**src/rtl/spi_frame_pkg.sv**
```systemverilog
package spi_frame_pkg;
  // ************************************************************
  // Local register port map
  // ************************************************************
  localparam logic [7:0] ADDR_SETUP = 8'h00;
  localparam logic [7:0] ADDR_CONV_CTRL = 8'h01;
  localparam logic [7:0] ADDR_STATUS_UP = 8'h02;
  localparam logic [7:0] ADDR_STATUS_LO = 8'h03;
  localparam logic [7:0] ADDR_FAULT_CLR = 8'h04;
  localparam int SETUP_WSIZE_BIT = 0;
  localparam int SETUP_RDY_SRC_BIT = 1;
  localparam int SETUP_EN_CUR_A_BIT = 2;
  localparam int SETUP_EN_CUR_B_BIT = 3;
  localparam int SETUP_EN_VOLT_A_BIT = 4;
  localparam int SETUP_EN_VOLT_B_BIT = 5;
  localparam logic [15:0] SETUP_RESET = 16'h003c;
  localparam int CTRL_START_A_BIT = 0;
  localparam int CTRL_START_B_BIT = 1;
  // ************************************************************
  // Frame layout and checksum
  // ************************************************************
  localparam logic [5:0] WORD_BITS_SHORT = 6'h18;
  localparam logic [5:0] WORD_BITS_LONG = 6'h20;
  localparam logic [5:0] STD_FRAME_WORDS = 6'h06;
  localparam logic [15:0] CRC_SEED = 16'hffff;
  localparam logic [15:0] CRC_POLY = 16'h1021;
  localparam logic [15:0] CMD_RESET = 16'h0011;
  localparam logic [15:0] CMD_LOCK = 16'h0555;
  localparam logic [15:0] CMD_UNLOCK = 16'h0655;
  localparam logic [2:0] OP_REGISTER_WRITE_CMD = 3'h3;
  localparam logic [2:0] OP_REGISTER_READ_CMD = 3'h5;
  // ************************************************************
  // Timing
  // ************************************************************
  localparam int CLK_PERIOD_NS = 5;
  localparam int LINK_TIMEOUT_NS = 1000000;
  localparam int TIMEOUT_CYCLES_DEF = (LINK_TIMEOUT_NS + CLK_PERIOD_NS - 1) / CLK_PERIOD_NS;
  // ************************************************************
  // Types
  // ************************************************************
  typedef enum logic [1:0] {ST_IDLE = 2'b01, ST_FRAME = 2'b10} frame_state_t;
  typedef enum logic [3:0] {
    RESP_NULL = 4'h0, RESP_RESET = 4'h1, RESP_LOCK = 4'h2,
    RESP_UNLOCK = 4'h3, RESP_REGISTER_WRITE_CMD = 4'h4, RESP_REGISTER_READ_CMD = 4'h5
  } resp_t;
endpackage

```
**src/rtl/crc_if.sv**
```systemverilog
`timescale 1ns/10ps
interface crc_if;
  logic seed;
  logic shift;
  logic din;
  logic [15:0] value;
  modport engine(input seed, input shift, input din, output value);
  modport user(output seed, output shift, output din, input value);
endinterface

```
**src/rtl/crc16_serial.sv**
```systemverilog
`timescale 1ns/10ps
module crc16_serial import spi_frame_pkg::*; (
  // Clock and reset
  input wire logic core_clk,
  input wire logic reset_n,
  // Checksum engine
  crc_if.engine c
);
  typedef struct packed {
    logic [15:0] crc;
  } crc_state_t;
  crc_state_t s_r, s_nxt;

  always_comb begin
    s_nxt = s_r;
    if (!reset_n || c.seed) begin
      s_nxt.crc = CRC_SEED;
    end else if (c.shift) begin
      s_nxt.crc = {s_r.crc[14:0], 1'b0} ^ ((s_r.crc[15] ^ c.din) ? CRC_POLY : 16'h0000);
    end
  end

  always_ff @(posedge core_clk) begin
    s_r <= s_nxt;
  end

  assign c.value = s_r.crc;
endmodule

```
**src/rtl/pin_sync.sv**
```systemverilog
`timescale 1ns/10ps
module pin_sync #(
  parameter int W = 1,
  parameter logic [W-1:0] RESET_VAL = '0
) (
  // Clock and reset
  input wire logic core_clk,
  input wire logic reset_n,
  // Pins in, synchronised levels out
  input wire logic [W-1:0] d,
  output logic [W-1:0] q
);
  typedef struct packed {
    logic [W-1:0] m1;
    logic [W-1:0] m2;
  } sync_state_t;
  sync_state_t s_r, s_nxt;

  always_comb begin
    s_nxt.m1 = d;
    s_nxt.m2 = s_r.m1;
    if (!reset_n) begin
      s_nxt.m1 = RESET_VAL;
      s_nxt.m2 = RESET_VAL;
    end
  end

  always_ff @(posedge core_clk) begin
    s_r <= s_nxt;
  end

  assign q = s_r.m2;
endmodule

```
**src/rtl/spi_frame_peripheral_interface.sv**
```systemverilog
// What this block does
// Mode 1: clock idles low, drive on rising edges, sample on falling edges.
// Select high: ignore serial activity, data output released.
// Select rising edge resets the interface and drops partial frames.
// Select falling edge: data output driven low.
// After last bit, output holds it; extra clock pulses drive it low.
// Ready flag falls on new results of the selected current converter.
// Voltage converter drives the flag when its current converter is off.
// Ready flag low in reset, high once the device accepts traffic.
// Both start bits in one write start both converters together.
// Frame runs from select falling edge to next rising edge.
// Input starts with command and checksum; output starts with status.
// Plain commands use six-word frames with four converter results.
// Writes of more than three registers lengthen the frame.
// A register read is answered next frame with status and register words.
// Word size 24 or 32 bits; content MSB-aligned, zero-filled.
// Content widths: 16-bit input words, 24-bit output words, 16-bit checksum.
// Status is status_upper_reg[15:0] joined with status_lower_reg[15:8].
// Link fault flags report the previous frame, then clear.
// Other status flags are sampled at frame start.
// Device fault flags latch low until the host clears them.
// Command response names the command executed last frame.
// Counters belong to the data sent in the current frame.
// Every checksum starts from all ones.
// Output checksum covers all earlier output words, padding included.
// Words shift most significant bit first.
//
// Our own choices: the placing of the registers and the strobed register port.
`timescale 1ns/10ps
module spi_frame_peripheral_interface import spi_frame_pkg::*; #(
  parameter int unsigned TIMEOUT_CYCLES = TIMEOUT_CYCLES_DEF
) (
  // Clock and reset
  input wire logic core_clk,
  input wire logic reset_n,
  // Serial pins
  input wire logic sclk_pin,
  input wire logic chip_select_low,
  input wire logic sdi_pin,
  output logic sdo_out,
  output logic sdo_oe_n,
  output logic data_ready_flag_n,
  // Register port
  input wire logic [7:0] reg_addr,
  input wire logic [15:0] reg_wdata,
  input wire logic reg_wr,
  input wire logic reg_rd,
  output logic [15:0] reg_rdata,
  // Converters
  input wire logic cur_a_done,
  input wire logic cur_b_done,
  input wire logic volt_a_done,
  input wire logic volt_b_done,
  input wire logic [23:0] cur_a_data,
  input wire logic [23:0] cur_b_data,
  input wire logic [23:0] volt_a_data,
  input wire logic [23:0] volt_b_data,
  output logic conv_start_a,
  output logic conv_start_b,
  // Device faults
  input wire logic [2:0] dev_fault_n
);
  typedef struct packed {
    frame_state_t st;
    logic sclk_d;
    logic cs_d;
    logic wsel;
    logic [5:0] tx_bit;
    logic [5:0] tx_word;
    logic [31:0] tx_sh;
    logic [5:0] rx_bit;
    logic [5:0] rx_word;
    logic [31:0] rx_sh;
    logic [15:0] cmd;
    logic cmd_ok;
    logic data_ok;
    logic [7:0][15:0] wr_buf;
    logic rd_pend;
    logic [7:0] rd_addr;
    logic [4:0] rd_n;
    logic fr_rd;
    logic [7:0] fr_rd_addr;
    logic [4:0] fr_rd_n;
    logic [23:0] snap_status;
    logic [3:0][23:0] snap_data;
    logic f_crc_n;
    logic f_to_n;
    logic f_cnt_n;
    logic f_acc_n;
    logic [17:0] to_cnt;
    logic timed_out;
    logic [2:0] dev_lat_n;
    logic locked;
    resp_t cmd_resp;
    logic [3:0] cnt_a;
    logic [3:0] cnt_b;
    logic [15:0] setup;
    logic start_a;
    logic start_b;
    logic drdy_n;
    logic ready;
    logic relow;
    logic sdo;
    logic oe_n;
    logic [15:0] rd_data;
  } state_t;

  state_t s_r, s_nxt;
  logic [2:0] pins_s;
  logic sclk_s, cs_s, sdi_s;
  logic sclk_rise, sclk_fall, cs_fall, cs_rise;
  logic is_register_write_cmd, done_sel, cnt_bad, crc_bad, exec, wr_bad;
  logic [5:0] wbits, frame_len, in_len, resp_len;
  logic [31:0] out_word, tx_word_v, rx_new;
  logic [15:0] rx_content;
  logic [7:0] wa;

  crc_if ci ();
  crc_if co ();

  // ************************************************************
  // Pin synchronisers and checksum engines
  // ************************************************************
  pin_sync #(.W(3), .RESET_VAL(3'h2)) u_sync (
    .core_clk(core_clk),
    .reset_n(reset_n),
    .d({sclk_pin, chip_select_low, sdi_pin}),
    .q(pins_s)
  );

  crc16_serial u_crc_in (.core_clk(core_clk), .reset_n(reset_n), .c(ci.engine));
  crc16_serial u_crc_out (.core_clk(core_clk), .reset_n(reset_n), .c(co.engine));

  assign sclk_s = pins_s[2];
  assign cs_s = pins_s[1];
  assign sdi_s = pins_s[0];
  assign sclk_rise = (s_r.st == ST_FRAME) && sclk_s && !s_r.sclk_d;
  assign sclk_fall = (s_r.st == ST_FRAME) && !sclk_s && s_r.sclk_d;
  assign cs_fall = (s_r.st == ST_IDLE) && !cs_s && s_r.cs_d;
  assign cs_rise = (s_r.st == ST_FRAME) && cs_s;

  // ************************************************************
  // Register views
  // ************************************************************
  function automatic logic [15:0] status_upper(input state_t s);
    return {s.f_crc_n, s.f_to_n, s.f_cnt_n, s.f_acc_n, s.locked, s.dev_lat_n, s.cnt_a, s.cnt_b};
  endfunction

  function automatic logic [15:0] read_reg(input logic [7:0] a, input state_t s);
    case (a)
      ADDR_SETUP: return s.setup;
      ADDR_STATUS_UP: return status_upper(s);
      ADDR_STATUS_LO: return {s.cmd_resp, 12'h000};
      default: return 16'h0000;
    endcase
  endfunction

  function automatic logic writable(input logic [7:0] a);
    return (a == ADDR_SETUP) || (a == ADDR_CONV_CTRL) || (a == ADDR_FAULT_CLR);
  endfunction

  function automatic state_t apply_write(input state_t x, input logic [7:0] a, input logic [15:0] d);
    state_t y;
    y = x;
    case (a)
      ADDR_SETUP: y.setup = d;
      ADDR_CONV_CTRL: begin
        y.start_a = d[CTRL_START_A_BIT];
        y.start_b = d[CTRL_START_B_BIT];
      end
      ADDR_FAULT_CLR: y.dev_lat_n = x.dev_lat_n | d[2:0];
      default: y = x;
    endcase
    return y;
  endfunction

  // ************************************************************
  // Frame length and output word
  // ************************************************************
  always_comb begin
    wbits = s_r.wsel ? WORD_BITS_LONG : WORD_BITS_SHORT;
    is_register_write_cmd = (s_r.rx_word != 6'h00) && (s_r.cmd[15:13] == OP_REGISTER_WRITE_CMD);
    in_len = is_register_write_cmd ? 6'({3'h0, s_r.cmd[2:0]}) + 6'h04 : 6'h00;
    resp_len = s_r.fr_rd ? 6'({1'b0, s_r.fr_rd_n}) + 6'h03 : STD_FRAME_WORDS;
    frame_len = (in_len > resp_len) ? in_len : resp_len;
    wa = s_r.fr_rd_addr + 8'(s_r.tx_word - 6'h01);
    if (s_r.tx_word == 6'h00) begin
      out_word = {s_r.snap_status, 8'h00};
    end else if (s_r.tx_word == frame_len - 6'h01) begin
      out_word = {co.value, 16'h0000};
    end else if (s_r.fr_rd) begin
      out_word = {read_reg(wa, s_r), wa, 8'h00};
    end else if (s_r.tx_word <= 6'h04) begin
      out_word = {s_r.snap_data[2'(s_r.tx_word - 6'h01)], 8'h00};
    end else begin
      out_word = 32'h00000000;
    end
    tx_word_v = (s_r.tx_bit == 6'h00) ? out_word : s_r.tx_sh;
    rx_new = {s_r.rx_sh[30:0], sdi_s};
    rx_content = s_r.wsel ? rx_new[31:16] : rx_new[23:8];
  end

  // ************************************************************
  // Next state
  // ************************************************************
  always_comb begin
    s_nxt = s_r;
    s_nxt.sclk_d = sclk_s;
    s_nxt.cs_d = cs_s;
    s_nxt.start_a = 1'b0;
    s_nxt.start_b = 1'b0;
    s_nxt.rd_data = reg_rd ? read_reg(reg_addr, s_r) : 16'h0000;
    ci.seed = 1'b0;
    ci.shift = 1'b0;
    ci.din = sdi_s;
    co.seed = 1'b0;
    co.shift = 1'b0;
    co.din = tx_word_v[31];
    cnt_bad = (s_r.rx_bit != 6'h00) || (s_r.rx_word != frame_len);
    crc_bad = !s_r.cmd_ok || (is_register_write_cmd && !s_r.data_ok);
    exec = !cnt_bad && !crc_bad && !s_r.timed_out;
    wr_bad = s_r.locked;
    for (int i = 0; i < 8; i++) begin
      if (3'(i) <= s_r.cmd[2:0] && !writable(s_r.cmd[12:5] + 8'(i))) begin
        wr_bad = 1'b1;
      end
    end
    if (reg_wr) begin
      s_nxt = apply_write(s_nxt, reg_addr, reg_wdata);
    end
    if (cur_a_done) begin
      s_nxt.cnt_a = s_r.cnt_a + 4'h1;
    end
    if (cur_b_done) begin
      s_nxt.cnt_b = s_r.cnt_b + 4'h1;
    end
    case (s_r.st)
      ST_IDLE: begin
        if (cs_fall) begin
          s_nxt.st = ST_FRAME;
          s_nxt.oe_n = 1'b0;
          s_nxt.sdo = 1'b0;
          s_nxt.wsel = s_r.setup[SETUP_WSIZE_BIT];
          s_nxt.snap_status = {status_upper(s_r), s_r.cmd_resp, 4'h0};
          s_nxt.snap_data = {volt_b_data, volt_a_data, cur_b_data, cur_a_data};
          s_nxt.f_crc_n = 1'b1;
          s_nxt.f_to_n = 1'b1;
          s_nxt.f_cnt_n = 1'b1;
          s_nxt.f_acc_n = 1'b1;
          s_nxt.fr_rd = s_r.rd_pend;
          s_nxt.fr_rd_addr = s_r.rd_addr;
          s_nxt.fr_rd_n = s_r.rd_n;
          s_nxt.rd_pend = 1'b0;
          s_nxt.cmd = 16'h0000;
          s_nxt.cmd_ok = 1'b0;
          s_nxt.data_ok = 1'b0;
          s_nxt.to_cnt = 18'h00000;
          s_nxt.timed_out = 1'b0;
          ci.seed = 1'b1;
          co.seed = 1'b1;
        end
      end
      ST_FRAME: begin
        if (cs_rise) begin
          s_nxt.st = ST_IDLE;
          s_nxt.oe_n = 1'b1;
          s_nxt.sdo = 1'b0;
          s_nxt.tx_bit = 6'h00;
          s_nxt.tx_word = 6'h00;
          s_nxt.rx_bit = 6'h00;
          s_nxt.rx_word = 6'h00;
          s_nxt.fr_rd = 1'b0;
          s_nxt.f_cnt_n = !cnt_bad;
          s_nxt.f_crc_n = !crc_bad;
          s_nxt.f_to_n = !s_r.timed_out;
          s_nxt.cmd_resp = RESP_NULL;
          if (exec) begin
            if (s_r.cmd == CMD_RESET && !s_r.locked) begin
              s_nxt.setup = SETUP_RESET;
              s_nxt.dev_lat_n = 3'h7;
              s_nxt.ready = 1'b0;
              s_nxt.cmd_resp = RESP_RESET;
            end else if (s_r.cmd == CMD_LOCK && !s_r.locked) begin
              s_nxt.locked = 1'b1;
              s_nxt.cmd_resp = RESP_LOCK;
            end else if (s_r.cmd == CMD_UNLOCK) begin
              s_nxt.locked = 1'b0;
              s_nxt.cmd_resp = RESP_UNLOCK;
            end else if (s_r.cmd[15:13] == OP_REGISTER_READ_CMD) begin
              s_nxt.rd_pend = 1'b1;
              s_nxt.rd_addr = s_r.cmd[12:5];
              s_nxt.rd_n = s_r.cmd[4:0];
              s_nxt.cmd_resp = RESP_REGISTER_READ_CMD;
            end else if (s_r.cmd[15:13] == OP_REGISTER_WRITE_CMD) begin
              if (wr_bad) begin
                s_nxt.f_acc_n = 1'b0;
              end else begin
                for (int i = 0; i < 8; i++) begin
                  if (3'(i) <= s_r.cmd[2:0]) begin
                    s_nxt = apply_write(s_nxt, s_r.cmd[12:5] + 8'(i), s_r.wr_buf[i]);
                  end
                end
                s_nxt.cmd_resp = RESP_REGISTER_WRITE_CMD;
              end
            end
          end
        end else begin
          if (sclk_rise || sclk_fall) begin
            s_nxt.to_cnt = 18'h00000;
          end else if (s_r.to_cnt == 18'(TIMEOUT_CYCLES - 1)) begin
            s_nxt.timed_out = 1'b1;
          end else begin
            s_nxt.to_cnt = s_r.to_cnt + 18'h00001;
          end
          if (sclk_rise) begin
            if (s_r.tx_word < frame_len) begin
              s_nxt.sdo = tx_word_v[31];
              s_nxt.tx_sh = {tx_word_v[30:0], 1'b0};
              co.shift = (s_r.tx_word != frame_len - 6'h01);
              if (s_r.tx_bit == wbits - 6'h01) begin
                s_nxt.tx_bit = 6'h00;
                s_nxt.tx_word = s_r.tx_word + 6'h01;
              end else begin
                s_nxt.tx_bit = s_r.tx_bit + 6'h01;
              end
            end else begin
              s_nxt.sdo = 1'b0;
            end
          end
          if (sclk_fall) begin
            s_nxt.rx_sh = rx_new;
            ci.shift = (s_r.rx_word == 6'h00) ||
                       (is_register_write_cmd && s_r.rx_word >= 6'h02 && s_r.rx_word < in_len - 6'h01);
            if (s_r.rx_bit == wbits - 6'h01) begin
              s_nxt.rx_bit = 6'h00;
              if (s_r.rx_word != 6'h3f) begin
                s_nxt.rx_word = s_r.rx_word + 6'h01;
              end
              if (s_r.rx_word == 6'h00) begin
                s_nxt.cmd = rx_content;
              end else if (s_r.rx_word == 6'h01) begin
                s_nxt.cmd_ok = (rx_content == ci.value);
                ci.seed = 1'b1;
              end else if (is_register_write_cmd && s_r.rx_word < in_len - 6'h01) begin
                s_nxt.wr_buf[3'(s_r.rx_word - 6'h02)] = rx_content;
              end else if (is_register_write_cmd && s_r.rx_word == in_len - 6'h01) begin
                s_nxt.data_ok = (rx_content == ci.value);
              end
            end else begin
              s_nxt.rx_bit = s_r.rx_bit + 6'h01;
            end
          end
        end
      end
      default: s_nxt.st = ST_IDLE;
    endcase
    s_nxt.dev_lat_n = s_nxt.dev_lat_n & dev_fault_n;
    done_sel = s_r.setup[SETUP_RDY_SRC_BIT] ?
      (s_r.setup[SETUP_EN_CUR_B_BIT] ? cur_b_done : s_r.setup[SETUP_EN_VOLT_B_BIT] && volt_b_done) :
      (s_r.setup[SETUP_EN_CUR_A_BIT] ? cur_a_done : s_r.setup[SETUP_EN_VOLT_A_BIT] && volt_a_done);
    if (cs_fall) begin
      s_nxt.drdy_n = 1'b1;
    end
    if (!s_r.ready) begin
      s_nxt.drdy_n = 1'b1;
      s_nxt.ready = s_nxt.ready | 1'b1;
      if (s_nxt.cmd_resp == RESP_RESET && cs_rise) begin
        s_nxt.ready = 1'b0;
      end
    end else if (s_r.relow) begin
      s_nxt.drdy_n = 1'b0;
      s_nxt.relow = 1'b0;
    end else if (done_sel) begin
      s_nxt.drdy_n = !s_r.drdy_n;
      s_nxt.relow = !s_r.drdy_n;
    end
    if (!s_nxt.ready) begin
      s_nxt.drdy_n = 1'b0;
    end
    if (!reset_n) begin
      s_nxt = '0;
      s_nxt.st = ST_IDLE;
      s_nxt.cs_d = 1'b1;
      s_nxt.setup = SETUP_RESET;
      s_nxt.oe_n = 1'b1;
      s_nxt.f_crc_n = 1'b1;
      s_nxt.f_to_n = 1'b1;
      s_nxt.f_cnt_n = 1'b1;
      s_nxt.f_acc_n = 1'b1;
      s_nxt.dev_lat_n = 3'h7;
      s_nxt.cmd_resp = RESP_NULL;
    end
  end

  always_ff @(posedge core_clk) begin
    s_r <= s_nxt;
  end

  assign sdo_out = s_r.sdo;
  assign sdo_oe_n = s_r.oe_n;
  assign data_ready_flag_n = s_r.drdy_n;
  assign reg_rdata = s_r.rd_data;
  assign conv_start_a = s_r.start_a;
  assign conv_start_b = s_r.start_b;
endmodule

```
**config.mk**
```make
export PLATFORM = sky130hd
export DESIGN_NAME = spi_frame_peripheral_interface
export DESIGN_NICKNAME = d
export VERILOG_FILES = /design/src/rtl/spi_frame_pkg.sv /design/src/rtl/crc_if.sv /design/src/rtl/crc16_serial.sv /design/src/rtl/pin_sync.sv /design/src/rtl/spi_frame_peripheral_interface.sv
export SDC_FILE = /design/constraint.sdc
export NUM_CORES = 1
export LEC_CHECK = 0
export CAP_MARGIN = 15
export CORE_MARGIN = 5
export CORE_UTILIZATION = 65
export CTS_CLUSTER_SIZE = 40
export DETAILED_ROUTE_END_ITERATION = 8
export DONT_BUFFER_PORTS = 1
export GPL_TIMING_DRIVEN = 0
export PLACE_DENSITY_LB_ADDON = 0.2
export SLEW_MARGIN = 20
export SYNTH_ARGS = -nofsm -noshare
export SYNTH_HDL_FRONTEND = slang
export SYNTH_SLANG_ARGS = --single-unit
```
**constraint.sdc**
```tcl
create_clock -name core_clk -period 8.4 [get_ports core_clk]
set_clock_uncertainty 0.2 [all_clocks]
set_input_delay 2.1 -clock core_clk [delete_from_list [all_inputs] [get_ports core_clk]]
set_output_delay 2.1 -clock core_clk [all_outputs]
set_load 0.03 [all_outputs]
```
==> results.sh, run 1 <==
export IMPL_h_tree_depth=2
export IMPL_syn_cell_area_um2=23300
export IMPL_fmax_mhz=137
export IMPL_grt_pass1_wl_um=121000
export IMPL_setup_tns_ns=0
export IMPL_netlist_area_leader_share_pct=38.9
export IMPL_cts_made_buffers=47
export IMPL_fp_dieH_um=199
export IMPL_syn_avg_cell_area_um2=8.30
export IMPL_core_area_um2=35500
export IMPL_cts_tree="yes"
export IMPL_wl_per_cell_um=23.7
export IMPL_synth_top_family_by_area="simple AND/OR/NAND/NOR gates"
export IMPL_hpwl_um=59300
export IMPL_gp_congestion=1.01
export IMPL_synth_seq_area_share_pct=38.9
export IMPL_min_period_ns=7.29
export IMPL_ys_warnings_count=0
export IMPL_ctsResizeCount=0
export IMPL_worstMarginPinSlew_ns=1.24
export IMPL_whs_ns=0.226
export IMPL_status="finished, final reports clean"
export IMPL_synthXorXnorAreaFrac_pct=3.00
export IMPL_fin_nets=3044
export IMPL_start_util_pct=65.8
export IMPL_critPathKind="reg2reg"
export IMPL_max_clock_path_buffers=3
export IMPL_synth_seq_cells=454
export IMPL_drt_pass1_iterations=9
export IMPL_finalCritPeriodShare_pct=86.8
export IMPL_setup_violations=0
export IMPL_slew_headroom_pct=14.7
export IMPL_rows=69
export IMPL_synthCells=2813
export IMPL_antenna_found_initial=5
export IMPL_worstPathArrival_ns=7.58
export IMPL_fillers=2835
export IMPL_power_total_mw=4.49
export IMPL_clock_sinks=454
export IMPL_cap_violations=0
export IMPL_overflow=0
export IMPL_ys_async_sr_fraction_pct=0
export IMPL_clockRootBuffer="clkbuf_16"
export IMPL_crit_fanout=10
export IMPL_io_pins=155
export IMPL_drtAntennaViolNets=0
export IMPL_area_growth_pct=8.99
export IMPL_synthSimpleGateAreaFrac_pct=23.1
export IMPL_synth_area_mux_share_pct=7.58
export IMPL_synth_compound_area_share_pct=20.0
export IMPL_grt_usage_pct=39.0
export IMPL_ctsHoldBuffers=0
export IMPL_syn_num_nets=2995
export IMPL_vdd_drop_max_mv=0.198
export IMPL_synth_top_area_cell="dfxtp_1"
export IMPL_hold_path_class="reg2reg"
export IMPL_cp_end_kind="register"
export IMPL_required_ns=8.68
export IMPL_hold_viol=0
export IMPL_finalMaxSlewViolations=0
export IMPL_grt_max_degree=14
export IMPL_power_density_nw_per_um2=177
export IMPL_synth_ff_type="dfxtp_1"
export IMPL_utilization_pct=71.7
export IMPL_drive_gt1_share_pct=6.32
export IMPL_seqCellArea_um2=9090
export IMPL_drt_wl_total_um=79600
export IMPL_first_global_vias=21100
export IMPL_synthAdderAreaFrac_pct=2.61
export IMPL_insertion_delay_ns=0.61
export IMPL_die_w_um=199
export IMPL_num_vias=22000
export IMPL_drc_errors=0
export IMPL_port_buffers=0
export IMPL_dieArea_um2=39800
export IMPL_ys_top_cells_by_area="dfxtp_1 39%, nand2_1 9.8%, a21boi_0 6.9%"
export IMPL_ys_types=87
export IMPL_rsz0062_at_grt="false"
export IMPL_postCtsSetupRepairBufs=0
export IMPL_synth_edf_count=0
export IMPL_via_per_inst=6.55
export IMPL_clk_pin_slew_worst_paths_ns=0.06
export IMPL_multi_input_area_um2=13200
export IMPL_drt_iter0_drc=2692
export IMPL_leakagePower_nw=9.41
export IMPL_start_kind="register"
[placed cells by master, fill, tap and decap left out, types with 31 or more instances in the layout]
cell       netlist  final
clkbuf_16        0     48
ha_1            47     47
o21ai_0         53     53
nor2_1         168    168
nor2b_1         53     53
o211a_1         50     50
a211oi_1        43     43
nand3_1         84     84
a21oi_1         91     91
clkbuf_1       176    190
a21boi_0       213    213
nor3_1          66     66
nand2_1        607    607
inv_1           46     46
dfxtp_1        454    454
mux2i_1         95     93
xnor2_1         49     49
nand4_1         31     31
and2_1          38     38
[synth_stat cells, types with 6 or more instances]
library cell  instances
nand2_1             607
dfxtp_1             454
a21boi_0            213
clkbuf_1            176
nor2_1              168
mux2i_1              95
a21oi_1              91
nand3_1              84
nor3_1               66
nor2b_1              53
o21ai_0              53
o211a_1              50
xnor2_1              49
ha_1                 47
inv_1                46
a211oi_1             43
and2_1               38
nand4_1              31
a22oi_1              30
xor2_1               29
o211ai_1             26
mux4_2               24
and3_1               21
buf_4                20
mux2_2               20
o22ai_1              20
o31ai_1              18
buf_2                16
nor4_1               16
nand2b_1             15
o21a_1               15
or3_1                13
a31oi_1              11
nor3b_1              10
a211o_1               9
o21ai_1               9
a21o_1                8
buf_1                 8
or2_2                 8
and4_1                7
or4_1                 7
o221ai_1              6
[worst paths after layout]
path / start / to / slack, ns / depth (start not counted)
hold reg to reg: u_sync.s_r[4]$_SDFF_PN1_ / u_sync.q[1]$_SDFF_PN1_ / 0.23 / 1
hold / removal: u_sync.s_r[4]$_SDFF_PN1_ / u_sync.q[1]$_SDFF_PN1_ / 0.23 / 1
setup / recovery: s_r[448]$_SDFFE_PN0P_ / u_crc_out.c.value[12]$_SDFFE_PP1P_ / 1.11 / 17
setup reg to reg: s_r[448]$_SDFFE_PN0P_ / u_crc_out.c.value[12]$_SDFFE_PP1P_ / 1.11 / 17
[final cells by class]
cell class / instances / area share [%]
clock buffers: 66 / 5.15
plain buffers: 220 / 3.62
clock inverters: 16 / 0.787
well taps: 461 / 2.27
multi-input cells: 2091 / 51.7
flip-flops and latches: 454 / 35.7
diodes: 2 / 0.0197
inverters: 48 / 0.713
[metrics by stage]
step,worst slack (ns),area [µm²],instances
4_1_cts,1.24,25400,3356
5_1_grt,0.862,25400,3358
3_3_place_gp,1.31,23900,3274
6_report,1.11,25400,3358
3_5_place_dp,1.28,23900,3274
2_1_floorplan,2.99,23300,2813
[flip-flops by register name (all words and copies together) (netlist names)]
signal,flops
s_r,364
rx_new,31
reg_rdata,16
u_crc_in.c.value,16
u_crc_out.c.value,16
u_sync.q,3
u_sync.s_r,3
conv_start_a,1
conv_start_b,1
data_ready_flag_n,1
sdo_oe_n,1
sdo_out,1
[worst max-delay path: stages, from the launching register on]
cell,delay (ns)
dfxtp_1,0.33
clkbuf_1,0.78
clkbuf_1,0.72
inv_1,0.35
ha_1,0.42
clkbuf_1,0.52
clkbuf_1,0.57
inv_1,0.27
ha_1,0.35
a211oi_1,0.48
nor2_1,0.12
xor2_1,0.20
or4b_1,0.51
o41a_1,0.47
or3_1,0.32
a21oi_1,0.29
or2_2,0.20
a211oi_1,0.06
[power breakdown]
part           leakage (nW)  internal, mW  switching, mW
combinational          5.00        0.0632          0.128
sequential             3.67          2.18         0.0249
clock                 0.736          1.18          0.912
total                  9.41          3.43           1.06
[cells by family after synthesis]
kind of cell,count (synthesis)
AOI/OAI and AO/OA,647
muxes,142
and+or+nand+nor,1175
buffers and inverters,268
adders and majority gates,48
DFF,454
xor gates and xnor gates,79
[routing by layer]
| layer | global-route usage, % | up-vias | part of all wire [%] |
|---|---|---|---|
| li1 | - | 9914 | - |
| met2 | 59.4 | 1356 | 43 |
| met1 | 52.5 | 10500 | 40 |
| met4 | 17.2 | 6 | 5.3 |
| met5 | 0.741 | - | 0.082 |
| met3 | 10.2 | 254 | 12 |
(Power assumes the default switching activity.)
==> run 2: changes to the inputs <==
- CELL_PAD_IN_SITES_DETAIL_PLACEMENT: unset -> 1
- CELL_PAD_IN_SITES_GLOBAL_PLACEMENT: unset -> 2
- CORE_UTILIZATION: 65 -> 39
- clock period: 8.4 -> 6.95 ns (I/O delays scaled with it)
==> results.sh, run 2 (synthesized netlist as in run 1, its figures left out) <==
export IMPL_crit_fanout=10
export IMPL_fin_nets=3048
export IMPL_clockRootBuffer="clkbuf_16"
export IMPL_leakagePower_nw=9.54
export IMPL_largest_reg_flops=364
export IMPL_worstMarginPinSlew_ns=1.18
export IMPL_hold_path_class="reg2reg"
export IMPL_core_area_um2=59100
export IMPL_vdd_drop_max_mv=0.184
export IMPL_area_growth_pct=11.9
export IMPL_fmax_mhz=154
export IMPL_crit_start="s_r[405]$_SDFFE_PN0P_"
export IMPL_dieArea_um2=64800
export IMPL_first_global_vias=21700
export IMPL_cts_made_buffers=52
export IMPL_drive_gt1_share_pct=7.26
export IMPL_antenna_found_initial=12
export IMPL_cts_tree="yes"
export IMPL_clock_sinks=454
export IMPL_drt_pass1_iterations=5
export IMPL_grt_pass1_wl_um=137000
export IMPL_via_per_inst=5.82
export IMPL_drt_iter0_drc=1571
export IMPL_gp_congestion=0.934
export IMPL_rr_startpoint="s_r[405]$_SDFFE_PN0P_"
export IMPL_setup_violations=0
export IMPL_ctsHoldBuffers=0
export IMPL_worstHoldStart="u_sync.s_r[4]$_SDFF_PN1_"
export IMPL_place_inst=3586
export IMPL_port_buffers=0
export IMPL_postCtsSetupRepairBufs=0
export IMPL_grt_max_degree=20
export IMPL_ctsResizeCount=2
export IMPL_insertion_delay_ns=0.62
export IMPL_drtAntennaViolNets=0
export IMPL_cp_end_kind="register"
export IMPL_critPathKind="reg2reg"
export IMPL_power_total_mw=5.74
export IMPL_rsz0062_at_grt="false"
export IMPL_grt_usage_pct=27.4
export IMPL_h_tree_depth=2
export IMPL_wl_per_cell_um=24.9
export IMPL_setup_tns_ns=0
export IMPL_finalMaxSlewViolations=0
export IMPL_overflow=0
export IMPL_worstPathArrival_ns=6.86
export IMPL_status="finished, final reports clean"
export IMPL_start_kind="register"
export IMPL_final_common_cell="nand2_1"
export IMPL_finalCritPeriodShare_pct=93.5
export IMPL_drt_wl_total_um=91700
export IMPL_fp_dieH_um=255
export IMPL_start_util_pct=39.5
export IMPL_drc_errors=0
export IMPL_layout_cells_non_filler=3683
export IMPL_num_vias=21500
export IMPL_required_ns=7.31
export IMPL_clk_pin_slew_worst_paths_ns=0.06
export IMPL_rows=89
export IMPL_utilization_pct=44.2
export IMPL_power_density_nw_per_um2=220
export IMPL_die_w_um=255
export IMPL_cap_violations=0
export IMPL_slew_headroom_pct=19.3
export IMPL_max_clock_path_buffers=3
export IMPL_hpwl_um=71200
export IMPL_whs_ns=0.221
export IMPL_hold_viol=0
export IMPL_top_register="s_r"
export IMPL_min_period_ns=6.50
export IMPL_layout_common_cells="607 x nand2_1, 454 x dfxtp_1, 213 x a21boi_0"
export IMPL_io_pins=155
==> run 2: cell types whose count changed in the layout (fill, tap and decap cells not counted), moves of 3 or more <==
cell | before | now
mux2i_1 | 93 | 85
mux2i_2 | 2 | 10
clkbuf_1 | 190 | 183
clkbuf_8 | 4 | 10
clkbuf_16 | 48 | 53
clkbuf_2 | 0 | 5
diode_2 | 2 | 5
==> run 2: path summary, 6_finish.rpt <==
path	to	slack (ns)	depth (start not counted)
worst max-delay path	u_crc_out.c.value[14]$_SDFFE_PP1P_	0.45	22
worst min-delay path	u_sync.q[1]$_SDFF_PN1_	0.22	1
worst max register to register	u_crc_out.c.value[14]$_SDFFE_PP1P_	0.45	22
worst min register to register	u_sync.q[1]$_SDFF_PN1_	0.22	1
==> run 2: metal layers <==
layer / GRT usage [%] / vias up / routed length [µm]
li1: - / 9955 / -
met1: 37.5 / 10700 / 40900
met2: 44.7 / 649 / 42200
met3: 5.17 / 152 / 6200
met4: 6.97 / 8 / 2410
met5: 0 / - / 50
==> run 2: final cells by class <==
| cell class | count | area, µm² |
|---|---|---|
| Fill cell | 7067 | 33000 |
| Clock inverter | 17 | 230 |
| Clock buffer | 76 | 1510 |
| Inverter | 48 | 181 |
| Antenna cell | 5 | 12.5 |
| Tap cell | 773 | 967 |
| Buffer | 219 | 923 |
| Sequential cell | 454 | 9090 |
| Multi-Input combinational cell | 2091 | 13200 |
==> run 2: stage by stage <==
step	setup WS (ns)	cell area [µm²]
after floorplan	1.54	23300
after global placement	-0.529	24300
after detailed placement	-0.758	24300
after CTS	0.200	26100
after global routing	0.0509	26100
final	0.454	26100
==> run 2: critical path: stages, from the launching register on <==
cell and delay [ns]:
dfxtp_1 0.39, clkbuf_1 0.39, inv_1 0.22, ha_1 0.28, a21oi_1 0.41, nand2_1 0.27, ha_1 0.33, and4_1 0.22
a41o_1 0.28, a211o_1 0.40, mux2_2 0.37, ha_1 0.28, nor2b_1 0.13, o21a_1 0.16, o21a_1 0.17, o21a_1 0.16
o21a_1 0.25, or4_1 0.48, clkbuf_1 0.30, nor2_4 0.31, buf_2 0.28, nand2_1 0.09, nand3_1 0.08
==> run 2: power by group <==
part | switching, mW | leakage [nW] | internal, mW
combinational | 0.162 | 5.02 | 0.0767
clock | 1.17 | 0.851 | 1.66
sequential | 0.0316 | 3.67 | 2.63
